## src/common/clock_config_select_pkg.sv

```systemverilog
/*
 * Constants shared by the clock configuration decoder: register map,
 * field positions, reset values and the codes of every selector.
 * Assumes a 32-bit APB register bus and a single 100 MHz clock.
 */
// What this block does
// RULE1 - secondary pin source by two-bit code
// RULE2 - code 11 uses unlock pin config
// RULE3 - hybrid mode ratio picked by ratio index
// RULE4 - synthesizer mode ratio index equals active set
// RULE5 - manual source bit picks static or dynamic
// RULE6 - four stored 32-bit ratios
// RULE7 - config 0: push-pull, high when unlocked
// RULE8 - config 1: open drain, low when unlocked
// RULE9 - clock sources ignore unlock pin config
// RULE10 - reference divider 4, 2, 1; 11 reserved
// RULE11 - bit 0: outputs low while unlocked
// RULE12 - bit 1: outputs always enabled
// RULE13 - hybrid format bit: 20.12 or 12.20
// RULE14 - synthesizer mode always uses 12.20
// RULE15 - codes 000/001/010 make output disables
// RULE16 - code 011: pin enables ratio shift
// RULE17 - code 100: pin forces manual source
// RULE18 - code 110: pin overrides source bit
// RULE19 - code 111: pin forces source 10
// RULE20 - disable pin low enables, high disables
// RULE21 - ratio shift only while pin high
// RULE22 - override pin high dynamic, low static
// RULE23 - two mode pins select configuration set
// RULE24 - reserved code gives pin no function
package clock_config_select_pkg;

	localparam int          RATIO_W          = 32;
	localparam int          NUM_SETS         = 4;
	localparam int          ADDR_W           = 8;
	localparam int          MODAL_W          = 7;
	localparam int          GLOBAL_W         = 8;

	// register byte addresses
	localparam logic [7:0]  OFS_RATIO_BASE   = 8'h00;
	localparam logic [7:0]  OFS_MODAL_BASE   = 8'h10;
	localparam logic [7:0]  OFS_GLOBAL       = 8'h20;
	localparam logic [7:0]  OFS_STATUS       = 8'h24;
	localparam logic [7:0]  OFS_ARRAY_MASK   = 8'hF3;

	// modal set fields
	localparam int          MODAL_SHIFT_LSB  = 0;
	localparam int          MODAL_AUX_LSB    = 2;
	localparam int          MODAL_HYB_LSB    = 4;
	localparam int          MODAL_FRAC_BIT   = 6;

	// global fields
	localparam int          GLB_UNLOCK_BIT   = 0;
	localparam int          GLB_DIV_LSB      = 1;
	localparam int          GLB_OOU_BIT      = 3;
	localparam int          GLB_FMT_BIT      = 4;
	localparam int          GLB_SPF_LSB      = 5;

	// status fields
	localparam int          ST_SET_LSB       = 0;
	localparam int          ST_LOCK_BIT      = 2;
	localparam int          ST_DYN_BIT       = 3;
	localparam int          ST_AUX_LSB       = 4;
	localparam int          ST_PRI_EN_BIT    = 6;
	localparam int          ST_SEC_EN_BIT    = 7;
	localparam int          ST_FMT_BIT       = 8;
	localparam int          ST_SHIFT_BIT     = 9;

	// values after reset; ratio 1.0 in 12.20 form
	localparam logic [31:0] RATIO_RST        = 32'h0010_0000;
	localparam logic [6:0]  MODAL_RST        = 7'h00;
	localparam logic [7:0]  GLOBAL_RST       = 8'h04;

	// secondary output source codes
	localparam logic [1:0]  AUX_TIMING_REF   = 2'b00;
	localparam logic [1:0]  AUX_FREQ_REF     = 2'b01;
	localparam logic [1:0]  AUX_PRIMARY      = 2'b10;
	localparam logic [1:0]  AUX_LOCK_IND     = 2'b11;

	// reference divider codes
	localparam logic [1:0]  DIV_BY4          = 2'b00;
	localparam logic [1:0]  DIV_BY2          = 2'b01;
	localparam logic [1:0]  DIV_BY1          = 2'b10;

	// special pin function codes
	localparam logic [2:0]  SPF_DIS_PRIMARY  = 3'b000;
	localparam logic [2:0]  SPF_DIS_SECOND   = 3'b001;
	localparam logic [2:0]  SPF_DIS_BOTH     = 3'b010;
	localparam logic [2:0]  SPF_SHIFT_EN     = 3'b011;
	localparam logic [2:0]  SPF_FORCE_MANUAL = 3'b100;
	localparam logic [2:0]  SPF_RESERVED     = 3'b101;
	localparam logic [2:0]  SPF_SRC_OVERRIDE = 3'b110;
	localparam logic [2:0]  SPF_FORCE_AUX    = 3'b111;

endpackage

```

## src/rtl/clock_config_select.sv

```systemverilog
/*
 * Configuration decoder of a fractional-N clock synthesizer: holds the
 * four ratios, four modal sets and the global parameters, and turns them
 * plus the mode pins into routing, gating and ratio selection.
 * Assumes all inputs, clock sources included, are synchronous to mclk_i,
 * and an APB master with 32-bit data.
 */
// The APB slave port and the register offsets were chosen for this implementation.
`timescale 1ns/100ps

module clock_config_select
	import clock_config_select_pkg::*;
(
	input  wire logic                mclk_i,
	input  wire logic                arst_n_i,
	input  wire logic                clk_en_i,
	input  wire logic [ADDR_W-1:0]   paddr_i,
	input  wire logic                psel_i,
	input  wire logic                penable_i,
	input  wire logic                pwrite_i,
	input  wire logic [31:0]         pwdata_i,
	input  wire logic [3:0]          pstrb_i,
	output logic      [31:0]         prdata_o,
	output logic                     pready_o,
	output logic                     pslverr_o,
	input  wire logic [1:0]          mode_pins_i,
	input  wire logic                special_mode_pin_i,
	input  wire logic                pll_locked_i,
	input  wire logic                auto_switch_en_i,
	input  wire logic                auto_dynamic_sel_i,
	input  wire logic                timing_reference_clock_i,
	input  wire logic                freq_reference_clock_i,
	input  wire logic                pll_clock_i,
	output logic                     primary_clk_o,
	output logic                     secondary_out_o,
	output logic                     secondary_oe_n_o,
	output logic                     ref_div_clk_o,
	output logic                     fractional_source_sel_o,
	output logic      [RATIO_W-1:0]  active_ratio_o,
	output logic                     ratio_format_12_20_o,
	output logic                     ratio_shift_en_o,
	output logic      [1:0]          ratio_shift_select_o,
	output logic      [RATIO_W-1:0]  effective_ratio_o
);

	////////////////////////////////////////////////////////////////////////
	// stored configuration

	logic [RATIO_W-1:0]   ratio_ff      [NUM_SETS];
	logic [RATIO_W-1:0]   nxt_ratio     [NUM_SETS];
	logic [MODAL_W-1:0]   modal_ff      [NUM_SETS];
	logic [MODAL_W-1:0]   nxt_modal     [NUM_SETS];
	logic [GLOBAL_W-1:0]  global_ff;
	logic [GLOBAL_W-1:0]  nxt_global;

	logic                 wr_take;
	logic                 rd_setup;
	logic [1:0]           acc_idx;
	logic                 hit_ratio;
	logic                 hit_modal;
	logic                 hit_global;
	logic                 hit_status;

	// byte lanes of a write, merged over an old word
	function automatic logic [31:0] merge_lanes(input logic [31:0] old_v,
		input logic [31:0] new_v, input logic [3:0] strb);
		logic [31:0] res;
		res = old_v;
		for (int b = 0; b < 4; b++) begin
			if (strb[b]) begin
				res[8*b +: 8] = new_v[8*b +: 8];
			end
		end
		return res;
	endfunction

	assign acc_idx    = paddr_i[3:2];
	assign hit_ratio  = (paddr_i & OFS_ARRAY_MASK) == OFS_RATIO_BASE;
	assign hit_modal  = (paddr_i & OFS_ARRAY_MASK) == OFS_MODAL_BASE;
	assign hit_global = paddr_i == OFS_GLOBAL;
	assign hit_status = paddr_i == OFS_STATUS;
	// pready is held high from the first enabled clock after reset, so the access phase always completes here
	assign wr_take    = psel_i & penable_i & pwrite_i & pready_o;
	assign rd_setup   = psel_i & ~penable_i;

	always_comb begin
		nxt_ratio  = ratio_ff;
		nxt_modal  = modal_ff;
		nxt_global = global_ff;
		if (wr_take) begin
			if (hit_ratio) begin
				nxt_ratio[acc_idx] = merge_lanes(ratio_ff[acc_idx], pwdata_i, pstrb_i); // see RULE6
			end
			if (hit_modal && pstrb_i[0]) begin
				nxt_modal[acc_idx] = pwdata_i[MODAL_W-1:0];
			end
			if (hit_global && pstrb_i[0]) begin
				nxt_global = pwdata_i[GLOBAL_W-1:0];
			end
		end
	end

	always_ff @(posedge mclk_i or negedge arst_n_i) begin
		if (!arst_n_i) begin
			for (int i = 0; i < NUM_SETS; i++) begin
				ratio_ff[i] <= RATIO_RST;
				modal_ff[i] <= MODAL_RST;
			end
			global_ff <= GLOBAL_RST;
		end else if (clk_en_i) begin
			ratio_ff  <= nxt_ratio;
			modal_ff  <= nxt_modal;
			global_ff <= nxt_global;
		end
	end

	////////////////////////////////////////////////////////////////////////
	// field decode of the active set

	logic [1:0]           set_sel;
	logic [MODAL_W-1:0]   modal_act;
	logic [1:0]           shift_sel;
	logic [1:0]           aux_code;
	logic [1:0]           hyb_idx;
	logic                 frac_bit;
	logic                 unlock_cfg;
	logic [1:0]           div_code;
	logic                 oou_en;
	logic                 fmt_bit;
	logic [2:0]           spf;
	logic                 pin;

	assign set_sel    = mode_pins_i; // see RULE23
	assign modal_act  = modal_ff[set_sel];
	assign shift_sel  = modal_act[MODAL_SHIFT_LSB +: 2];
	assign aux_code   = modal_act[MODAL_AUX_LSB +: 2];
	assign hyb_idx    = modal_act[MODAL_HYB_LSB +: 2];
	assign frac_bit   = modal_act[MODAL_FRAC_BIT];
	assign unlock_cfg = global_ff[GLB_UNLOCK_BIT];
	assign div_code   = global_ff[GLB_DIV_LSB +: 2];
	assign oou_en     = global_ff[GLB_OOU_BIT];
	assign fmt_bit    = global_ff[GLB_FMT_BIT];
	assign spf        = global_ff[GLB_SPF_LSB +: 3];
	assign pin        = special_mode_pin_i;

	////////////////////////////////////////////////////////////////////////
	// special pin mapping and ratio selection

	logic                 dis_primary;
	logic                 dis_secondary;
	logic                 shift_en;
	logic                 auto_active;
	logic                 manual_dyn;
	logic                 dyn_sel;
	logic [1:0]           ratio_idx;
	logic [RATIO_W-1:0]   ratio_sel;
	logic                 fmt_12_20;
	logic [1:0]           aux_eff;
	logic                 clk_gate;

	always_comb begin
		dis_primary   = 1'b0;
		dis_secondary = 1'b0;
		shift_en      = 1'b0;
		auto_active   = auto_switch_en_i;
		manual_dyn    = frac_bit;
		aux_eff       = aux_code;
		case (spf)
			SPF_DIS_PRIMARY: begin
				dis_primary = pin; // see RULE15 see RULE20
			end
			SPF_DIS_SECOND: begin
				dis_secondary = pin; // see RULE15 see RULE20
			end
			SPF_DIS_BOTH: begin
				dis_primary   = pin; // see RULE15 see RULE20
				dis_secondary = pin;
			end
			SPF_SHIFT_EN: begin
				shift_en = pin; // see RULE16 see RULE21
			end
			SPF_FORCE_MANUAL: begin
				auto_active = auto_switch_en_i & ~pin; // see RULE17
			end
			SPF_SRC_OVERRIDE: begin
				manual_dyn = pin; // see RULE18 see RULE22
			end
			SPF_FORCE_AUX: begin
				if (pin) begin
					aux_eff = AUX_PRIMARY; // see RULE19
				end
			end
			default: begin
				// reserved code: the pin has no function at all
				dis_primary = 1'b0; // see RULE24
			end
		endcase
		// the source bit, or its override, only counts without auto switching
		dyn_sel   = auto_active ? auto_dynamic_sel_i : manual_dyn; // see RULE5
		ratio_idx = dyn_sel ? hyb_idx : set_sel; // see RULE3 see RULE4
		ratio_sel = ratio_ff[ratio_idx];
		fmt_12_20 = dyn_sel ? fmt_bit : 1'b1; // see RULE13 see RULE14
		clk_gate  = pll_locked_i | oou_en; // see RULE11 see RULE12
	end

	////////////////////////////////////////////////////////////////////////
	// timing reference divider

	logic                 ref_prev_ff;
	logic                 nxt_ref_prev;
	logic                 ref_half_ff;
	logic                 nxt_ref_half;
	logic                 ref_div_ff;
	logic                 nxt_ref_div;
	logic                 ref_rise;

	assign ref_rise = timing_reference_clock_i & ~ref_prev_ff;

	always_comb begin
		nxt_ref_prev = timing_reference_clock_i;
		nxt_ref_half = ref_half_ff;
		nxt_ref_div  = ref_div_ff;
		case (div_code)
			DIV_BY4: begin
				if (ref_rise) begin
					nxt_ref_half = ~ref_half_ff;
					if (ref_half_ff) begin
						nxt_ref_div = ~ref_div_ff; // see RULE10
					end
				end
			end
			DIV_BY2: begin
				if (ref_rise) begin
					nxt_ref_div = ~ref_div_ff; // see RULE10
				end
			end
			DIV_BY1: begin
				nxt_ref_div = timing_reference_clock_i; // see RULE10
			end
			default: begin
				// reserved setting: hold the divided clock low
				nxt_ref_div = 1'b0;
			end
		endcase
	end

	always_ff @(posedge mclk_i or negedge arst_n_i) begin
		if (!arst_n_i) begin
			ref_prev_ff <= 1'b0;
			ref_half_ff <= 1'b0;
			ref_div_ff  <= 1'b0;
		end else if (clk_en_i) begin
			ref_prev_ff <= nxt_ref_prev;
			ref_half_ff <= nxt_ref_half;
			ref_div_ff  <= nxt_ref_div;
		end
	end

	////////////////////////////////////////////////////////////////////////
	// output routing

	logic                 nxt_primary;
	logic                 nxt_sec_out;
	logic                 nxt_sec_oe_n;
	logic [RATIO_W-1:0]   nxt_eff_ratio;

	always_comb begin
		nxt_primary  = pll_clock_i & clk_gate & ~dis_primary;
		nxt_sec_oe_n = 1'b0;
		case (aux_eff)
			AUX_TIMING_REF: begin
				nxt_sec_out = timing_reference_clock_i; // see RULE1 see RULE9
			end
			AUX_FREQ_REF: begin
				nxt_sec_out = freq_reference_clock_i; // see RULE1 see RULE9
			end
			AUX_PRIMARY: begin
				nxt_sec_out = pll_clock_i & clk_gate; // see RULE1 see RULE9
			end
			AUX_LOCK_IND: begin
				if (unlock_cfg) begin // see RULE2
					nxt_sec_out  = 1'b0; // see RULE8
					nxt_sec_oe_n = pll_locked_i;
				end else begin
					nxt_sec_out  = ~pll_locked_i; // see RULE7
				end
			end
			default: begin
				nxt_sec_out = 1'b0;
			end
		endcase
		// a disabled secondary pin is driven low, whatever its source
		if (dis_secondary) begin
			nxt_sec_out  = 1'b0; // see RULE15 see RULE20
			nxt_sec_oe_n = 1'b0;
		end
		// shift right by one to four places
		if (shift_en) begin
			nxt_eff_ratio = ratio_sel >> ({1'b0, shift_sel} + 3'd1); // see RULE21
		end else begin
			nxt_eff_ratio = ratio_sel;
		end
	end

	always_ff @(posedge mclk_i or negedge arst_n_i) begin
		if (!arst_n_i) begin
			primary_clk_o           <= 1'b0;
			secondary_out_o         <= 1'b0;
			secondary_oe_n_o        <= 1'b0;
			fractional_source_sel_o <= 1'b0;
			active_ratio_o          <= RATIO_RST;
			ratio_format_12_20_o    <= 1'b1;
			ratio_shift_en_o        <= 1'b0;
			ratio_shift_select_o    <= 2'b00;
			effective_ratio_o       <= RATIO_RST;
		end else if (clk_en_i) begin
			primary_clk_o           <= nxt_primary;
			secondary_out_o         <= nxt_sec_out;
			secondary_oe_n_o        <= nxt_sec_oe_n;
			fractional_source_sel_o <= dyn_sel;
			active_ratio_o          <= ratio_sel;
			ratio_format_12_20_o    <= fmt_12_20;
			ratio_shift_en_o        <= shift_en;
			ratio_shift_select_o    <= shift_sel;
			effective_ratio_o       <= nxt_eff_ratio;
		end
	end

	assign ref_div_clk_o = ref_div_ff;

	////////////////////////////////////////////////////////////////////////
	// apb answer, prepared during the setup cycle

	logic [31:0]          nxt_prdata;
	logic                 nxt_pslverr;
	logic [31:0]          status_word;

	always_comb begin
		status_word                       = 32'h0000_0000;
		status_word[ST_SET_LSB +: 2]      = set_sel;
		status_word[ST_LOCK_BIT]          = pll_locked_i;
		status_word[ST_DYN_BIT]           = dyn_sel;
		status_word[ST_AUX_LSB +: 2]      = aux_eff;
		status_word[ST_PRI_EN_BIT]        = clk_gate & ~dis_primary;
		status_word[ST_SEC_EN_BIT]        = ~dis_secondary;
		status_word[ST_FMT_BIT]           = fmt_12_20;
		status_word[ST_SHIFT_BIT]         = shift_en;
		nxt_prdata  = prdata_o;
		nxt_pslverr = pslverr_o;
		if (rd_setup) begin
			nxt_prdata  = 32'h0000_0000;
			nxt_pslverr = 1'b0;
			if (hit_ratio) begin
				nxt_prdata = ratio_ff[acc_idx];
			end else if (hit_modal) begin
				nxt_prdata[MODAL_W-1:0] = modal_ff[acc_idx];
			end else if (hit_global) begin
				nxt_prdata[GLOBAL_W-1:0] = global_ff;
			end else if (hit_status) begin
				// status is read only; a write there is refused
				nxt_prdata  = status_word;
				nxt_pslverr = pwrite_i;
			end else begin
				nxt_pslverr = 1'b1;
			end
		end
	end

	always_ff @(posedge mclk_i or negedge arst_n_i) begin
		if (!arst_n_i) begin
			prdata_o  <= 32'h0000_0000;
			pslverr_o <= 1'b0;
			pready_o  <= 1'b0;
		end else if (clk_en_i) begin
			prdata_o  <= nxt_prdata;
			pslverr_o <= nxt_pslverr;
			pready_o  <= 1'b1;
		end
	end

endmodule // clock_config_select

```

## config.mk

```make
export PLATFORM = sky130hd
export DESIGN_NAME = clock_config_select
export DESIGN_NICKNAME = d
export VERILOG_FILES = /design/src/common/clock_config_select_pkg.sv /design/src/rtl/clock_config_select.sv
export SDC_FILE = /design/constraint.sdc
export NUM_CORES = 1
export LEC_CHECK = 0
export ABC_AREA = 1
export BUFFER_PORTS_ARGS = -buffer_cell sky130_fd_sc_hd__buf_2
export CAP_MARGIN = 20
export CORE_MARGIN = 1.5
export CORE_UTILIZATION = 42
export CTS_BUF_LIST = sky130_fd_sc_hd__clkbuf_4 sky130_fd_sc_hd__clkbuf_8
export CTS_CLUSTER_SIZE = 16
export DETAILED_ROUTE_END_ITERATION = 12
export HOLD_SLACK_MARGIN = 0.1
export PLACE_DENSITY_LB_ADDON = 0.2
export SETUP_SLACK_MARGIN = 0.4
export SLEW_MARGIN = 20
export SYNTH_ARGS = -nofsm -noshare
export SYNTH_HDL_FRONTEND = slang
export SYNTH_SLANG_ARGS = --single-unit
```

## constraint.sdc

```tcl
create_clock -name mclk_i -period 2.3 [get_ports mclk_i]
set_input_delay 0.115 -clock mclk_i [delete_from_list [all_inputs] [get_ports mclk_i]]
set_output_delay 0.115 -clock mclk_i [all_outputs]
set_load 0.02 [all_outputs]
```

==> impl_metrics.json <==
{
  "worstMarginPinSlew_ns": 0.6774,
  "peakVddDrop_mv": 0.3487,
  "netSwitchingPower_uw": 3642,
  "cts.clk_slew.worst_paths_ns": 0.06,
  "synth_top_cell_by_area": "dfrtp_1",
  "drt_pass1_iterations": 5,
  "violations": "hold timing",
  "synthesis.nets": 1855,
  "wirelength_um": 53310,
  "comb_power_share_pct": 19.8,
  "synth_top_area_share_pct": 44.31,
  "overflow": 0,
  "antenna_found_initial": 1,
  "min_path_cells": 2,
  "clk_latency_ns": 0.58,
  "ys_seq_area_share_pct": 45.72,
  "hp-start": "clk_en_i",
  "clockRootBuffer": "clkbuf_8",
  "status": "complete, but fails checks",
  "cp-end-kind": "register",
  "crit_slowest_cell": "dfrtp_1",
  "slew_violations": 0,
  "dieWidth_um": 191.8,
  "ys_async_sr_fraction_pct": 100.0,
  "fin_crit_sh_pct": 94.75,
  "drc": 0,
  "initial_core_util_pct": 43.01,
  "core_um2": 34800,
  "grt_max_degree": 99,
  "crit_path_max_fanout": 5,
  "crit_chain": "nor2_4 -> nand2_4 -> nand2_2 -> nand2_2 -> inv_4 -> nand2_8 -> nand3_4 -> buf_12 -> bufbuf_16 -> nand3_1 -> nand3_4 -> nand3_2 -> nand2_1 -> nand3_2 -> nand2_1 -> inv_1",
  "io_pins": 166,
  "syn_area_um2": 14970,
  "yosys_warnings": 0,
  "power.density_nw_per_um2": 629.4,
  "syn_inst": 1796,
  "hold_path.class": "input port to register",
  "syn_area_per_cell_um2": 8.333,
  "reg2reg_slack_ns": 0.12,
  "port_buffers": 165,
  "synth.most_common_cell": "nand2_1",
  "worst_path_largest_cell_delay_ns": 0.42,
  "relSlewSlack_pct": 54.36,
  "p_int_uw": 8414,
  "layout_setup_ws_ns": 0.1208,
  "worst_ep_required_time_ns": 2.76,
  "wire_per_inst_um": 20.90,
  "dp_cells": 2395,
  "finalSetupViolations": 0,
  "grt_use_total_pct": 28.59,
  "cts_max_path_buffers": 3,
  "synth_area_leaders": "dfrtp_1 44%, nand2_1 10%, nand3_1 8.3%",
  "rsz0062_at_grt": "true",
  "cp_data_arrival_time_ns": 2.64,
  "viasPerCell": 5.586,
  "n_fill_cell": 3177,
  "seqPwrFrac_pct": 42.7,
  "synth.distinct_cells": 48,
  "nets": 2128,
  "worstRegToRegCells": 16,
  "worstReg2RegEnd": "effective_ratio_o[15]$_DFFE_PN0P_",
  "cap_violations": 0,
  "place_ws_ns": -0.01933,
  "multiInputGateArea_um2": 7293,
  "first_iter_violations": 1544,
  "hold_viol": 3,
  "chipHeight_um": 191.8,
  "vias": 14250,
  "num_rows": 68,
  "grt_pass1_wl_um": 80280,
  "holdPathEnd": "active_ratio_o[0]$_DFFE_PN0P_",
  "cts_tree": "built",
  "whs_ns": -0.1422,
  "regArea_um2": 6843,
  "antenna_left": 0,
  "finalSetupTns_ns": 0,
  "cts_buffers": 48,
  "grt_pass1_vias": 13820,
  "ys_ff_latch": 273,
  "power.share.switching_pct": 30.21,
  "pwr-share-clk_pct": 37.5,
  "place_congestion": 0.9472,
  "cts_htree_levels": 2,
  "ys.flop_type": "dfrtp_1",
  "r2r_start": "global_ff[6]$_DFFE_PN0P_",
  "fp.dieArea_um2": 36770,
  "min_period_ns": 2.179,
  "synth_edf_count": 0,
  "synth_commonest_cells": "404 x nand2_1, 265 x dfrtp_1, 249 x nand3_1",
  "startpoint_type": "register",
  "max_freq_ghz": 0.4589,
  "p_leak_uw": 0.008742,
  "drive_above_1_share_pct": 27.73,
  "critical_path_class": "register to register",
  "final_util_pct": 55.04,
  "stdcell_count": 2551,
  "hpwl_um": 34150,
  "fin_worst_skew_ns": 0.01809,
  "area_growth_pct": 27.99,
  "hold_buffers": 51,
  "cts.sinks": 273
}
-- kinds of logic (layout without fill, tap and decap cells) --
kind of cell	count (synthesis)	count (layout)	synth area share, %
DFF	273	273	45.72
AOI/OAI and AO/OA	380	380	15.11
other	0	1	0
muxes	3	3	0.2257
and+or+nand+nor	823	827	29.74
buffers and inverters	316	611	9.155
xor gates and xnor gates	1	1	0.05853
-- final cells by class --
cell class,count,area share [%]
clock inverters,2,0.05226
flip-flops and latches,273,35.72
clock buffers,74,4.860
repair buffers,324,14.00
repair inverters,1,0.05879
diodes,1,0.01306
multi-input cells,1211,38.08
well taps,455,2.972
inverters,210,4.239
-- through the flow --
| step | total power [uW] | area [um^2] |
|---|---|---|
| 6_report | 12060 | 19150 |
| 5_1_grt | 12570 | 19150 |
| 4_1_cts | 12050 | 18730 |
| 3_5_place_dp | 7278 | 16690 |
| 3_3_place_gp | 7266 | 16690 |
| 2_1_floorplan | 6444 | 14970 |
-- registers in the layout (all words and copies together) (netlist names), 2 cells and up --
name                  flops
active_ratio_o           32
ratio_shift_select_o      2
prdata_o                 32
ratio_ff                128
modal_ff                 28
global_ff                 8
effective_ratio_o        32
-- critical path, delay by kind of cell (launching register included) --
| kind | cells | cell delay [ns] |
|---|---|---|
| simple gates | 12 | 1.12 |
| flops | 1 | 0.42 |
| buf+inv | 4 | 0.51 |
-- layer usage --
metal / track usage, % / vias up / part of all wire (%)
met5: 0 / - / 0
met4: 13.49 / 0 / 5.0
met3: 4.093 / 160 / 7.7
met2: 46.11 / 638 / 46
met1: 37.82 / 6849 / 41
li1: - / 6604 / -
-- layout by cell type, fill, tap and decap left out, types with 4 or more instances in the layout --
master / n
or2_2: 26
buf_2: 163
buf_12: 20
nor2_1: 21
o21ai_0: 228
dlygate4sd3_1: 50
clkbuf_8: 60
inv_2: 6
clkbuf_4: 14
buf_6: 4
o2111ai_1: 4
a221oi_1: 30
dfrtp_1: 264
o22ai_1: 30
buf_4: 72
o211ai_1: 7
nand2_4: 7
nand3_4: 46
nand3_1: 194
nand2_8: 8
nand2_2: 7
nand3_2: 96
inv_1: 200
nand2_1: 400
o221ai_1: 9
clkbuf_16: 5
o21a_1: 29
a21oi_1: 15
a31oi_1: 5
dfstp_2: 8
buf_16: 7
nor2_4: 8
a22oi_1: 17
-- how the worst max path moves through the flow --
stage / slack [ns] / depth (start not counted) / to / from
global placement: 0.06 / 16 / effective_ratio_o[28]$_DFFE_PN0P_ / global_ff[7]$_DFFE_PN0P_
finish: 0.12 / 16 / effective_ratio_o[15]$_DFFE_PN0P_ / global_ff[6]$_DFFE_PN0P_
global route: -0.007 / 17 / effective_ratio_o[23]$_DFFE_PN0P_ / global_ff[6]$_DFFE_PN0P_
detailed placement: -0.02 / 16 / effective_ratio_o[28]$_DFFE_PN0P_ / global_ff[7]$_DFFE_PN0P_
floorplan: 0.41 / 17 / effective_ratio_o[18]$_DFFE_PN0P_ / global_ff[6]$_DFFE_PN0P_
CTS: 0.15 / 15 / effective_ratio_o[28]$_DFFE_PN0P_ / global_ff[6]$_DFFE_PN0P_
-- timing repair --
action                     in CTS  in global routing
resized for setup              59                 46
pin swaps                      26                 20
buffers inserted                8                  4
hold endpoints to repair      435                  3
gates cloned                    9                  8
setup endpoints to repair     228                216
-- power by group through the flow --
stage	Combinational [uW]	Clock (uW)	Sequential [uW]
floorplan	1030	0	5410
global placement	2040	0	5220
detailed placement	2050	0	5230
CTS	2290	4610	5150
global route	2550	4850	5170
finish	2390	4520	5140
(Power assumes the default switching activity.)
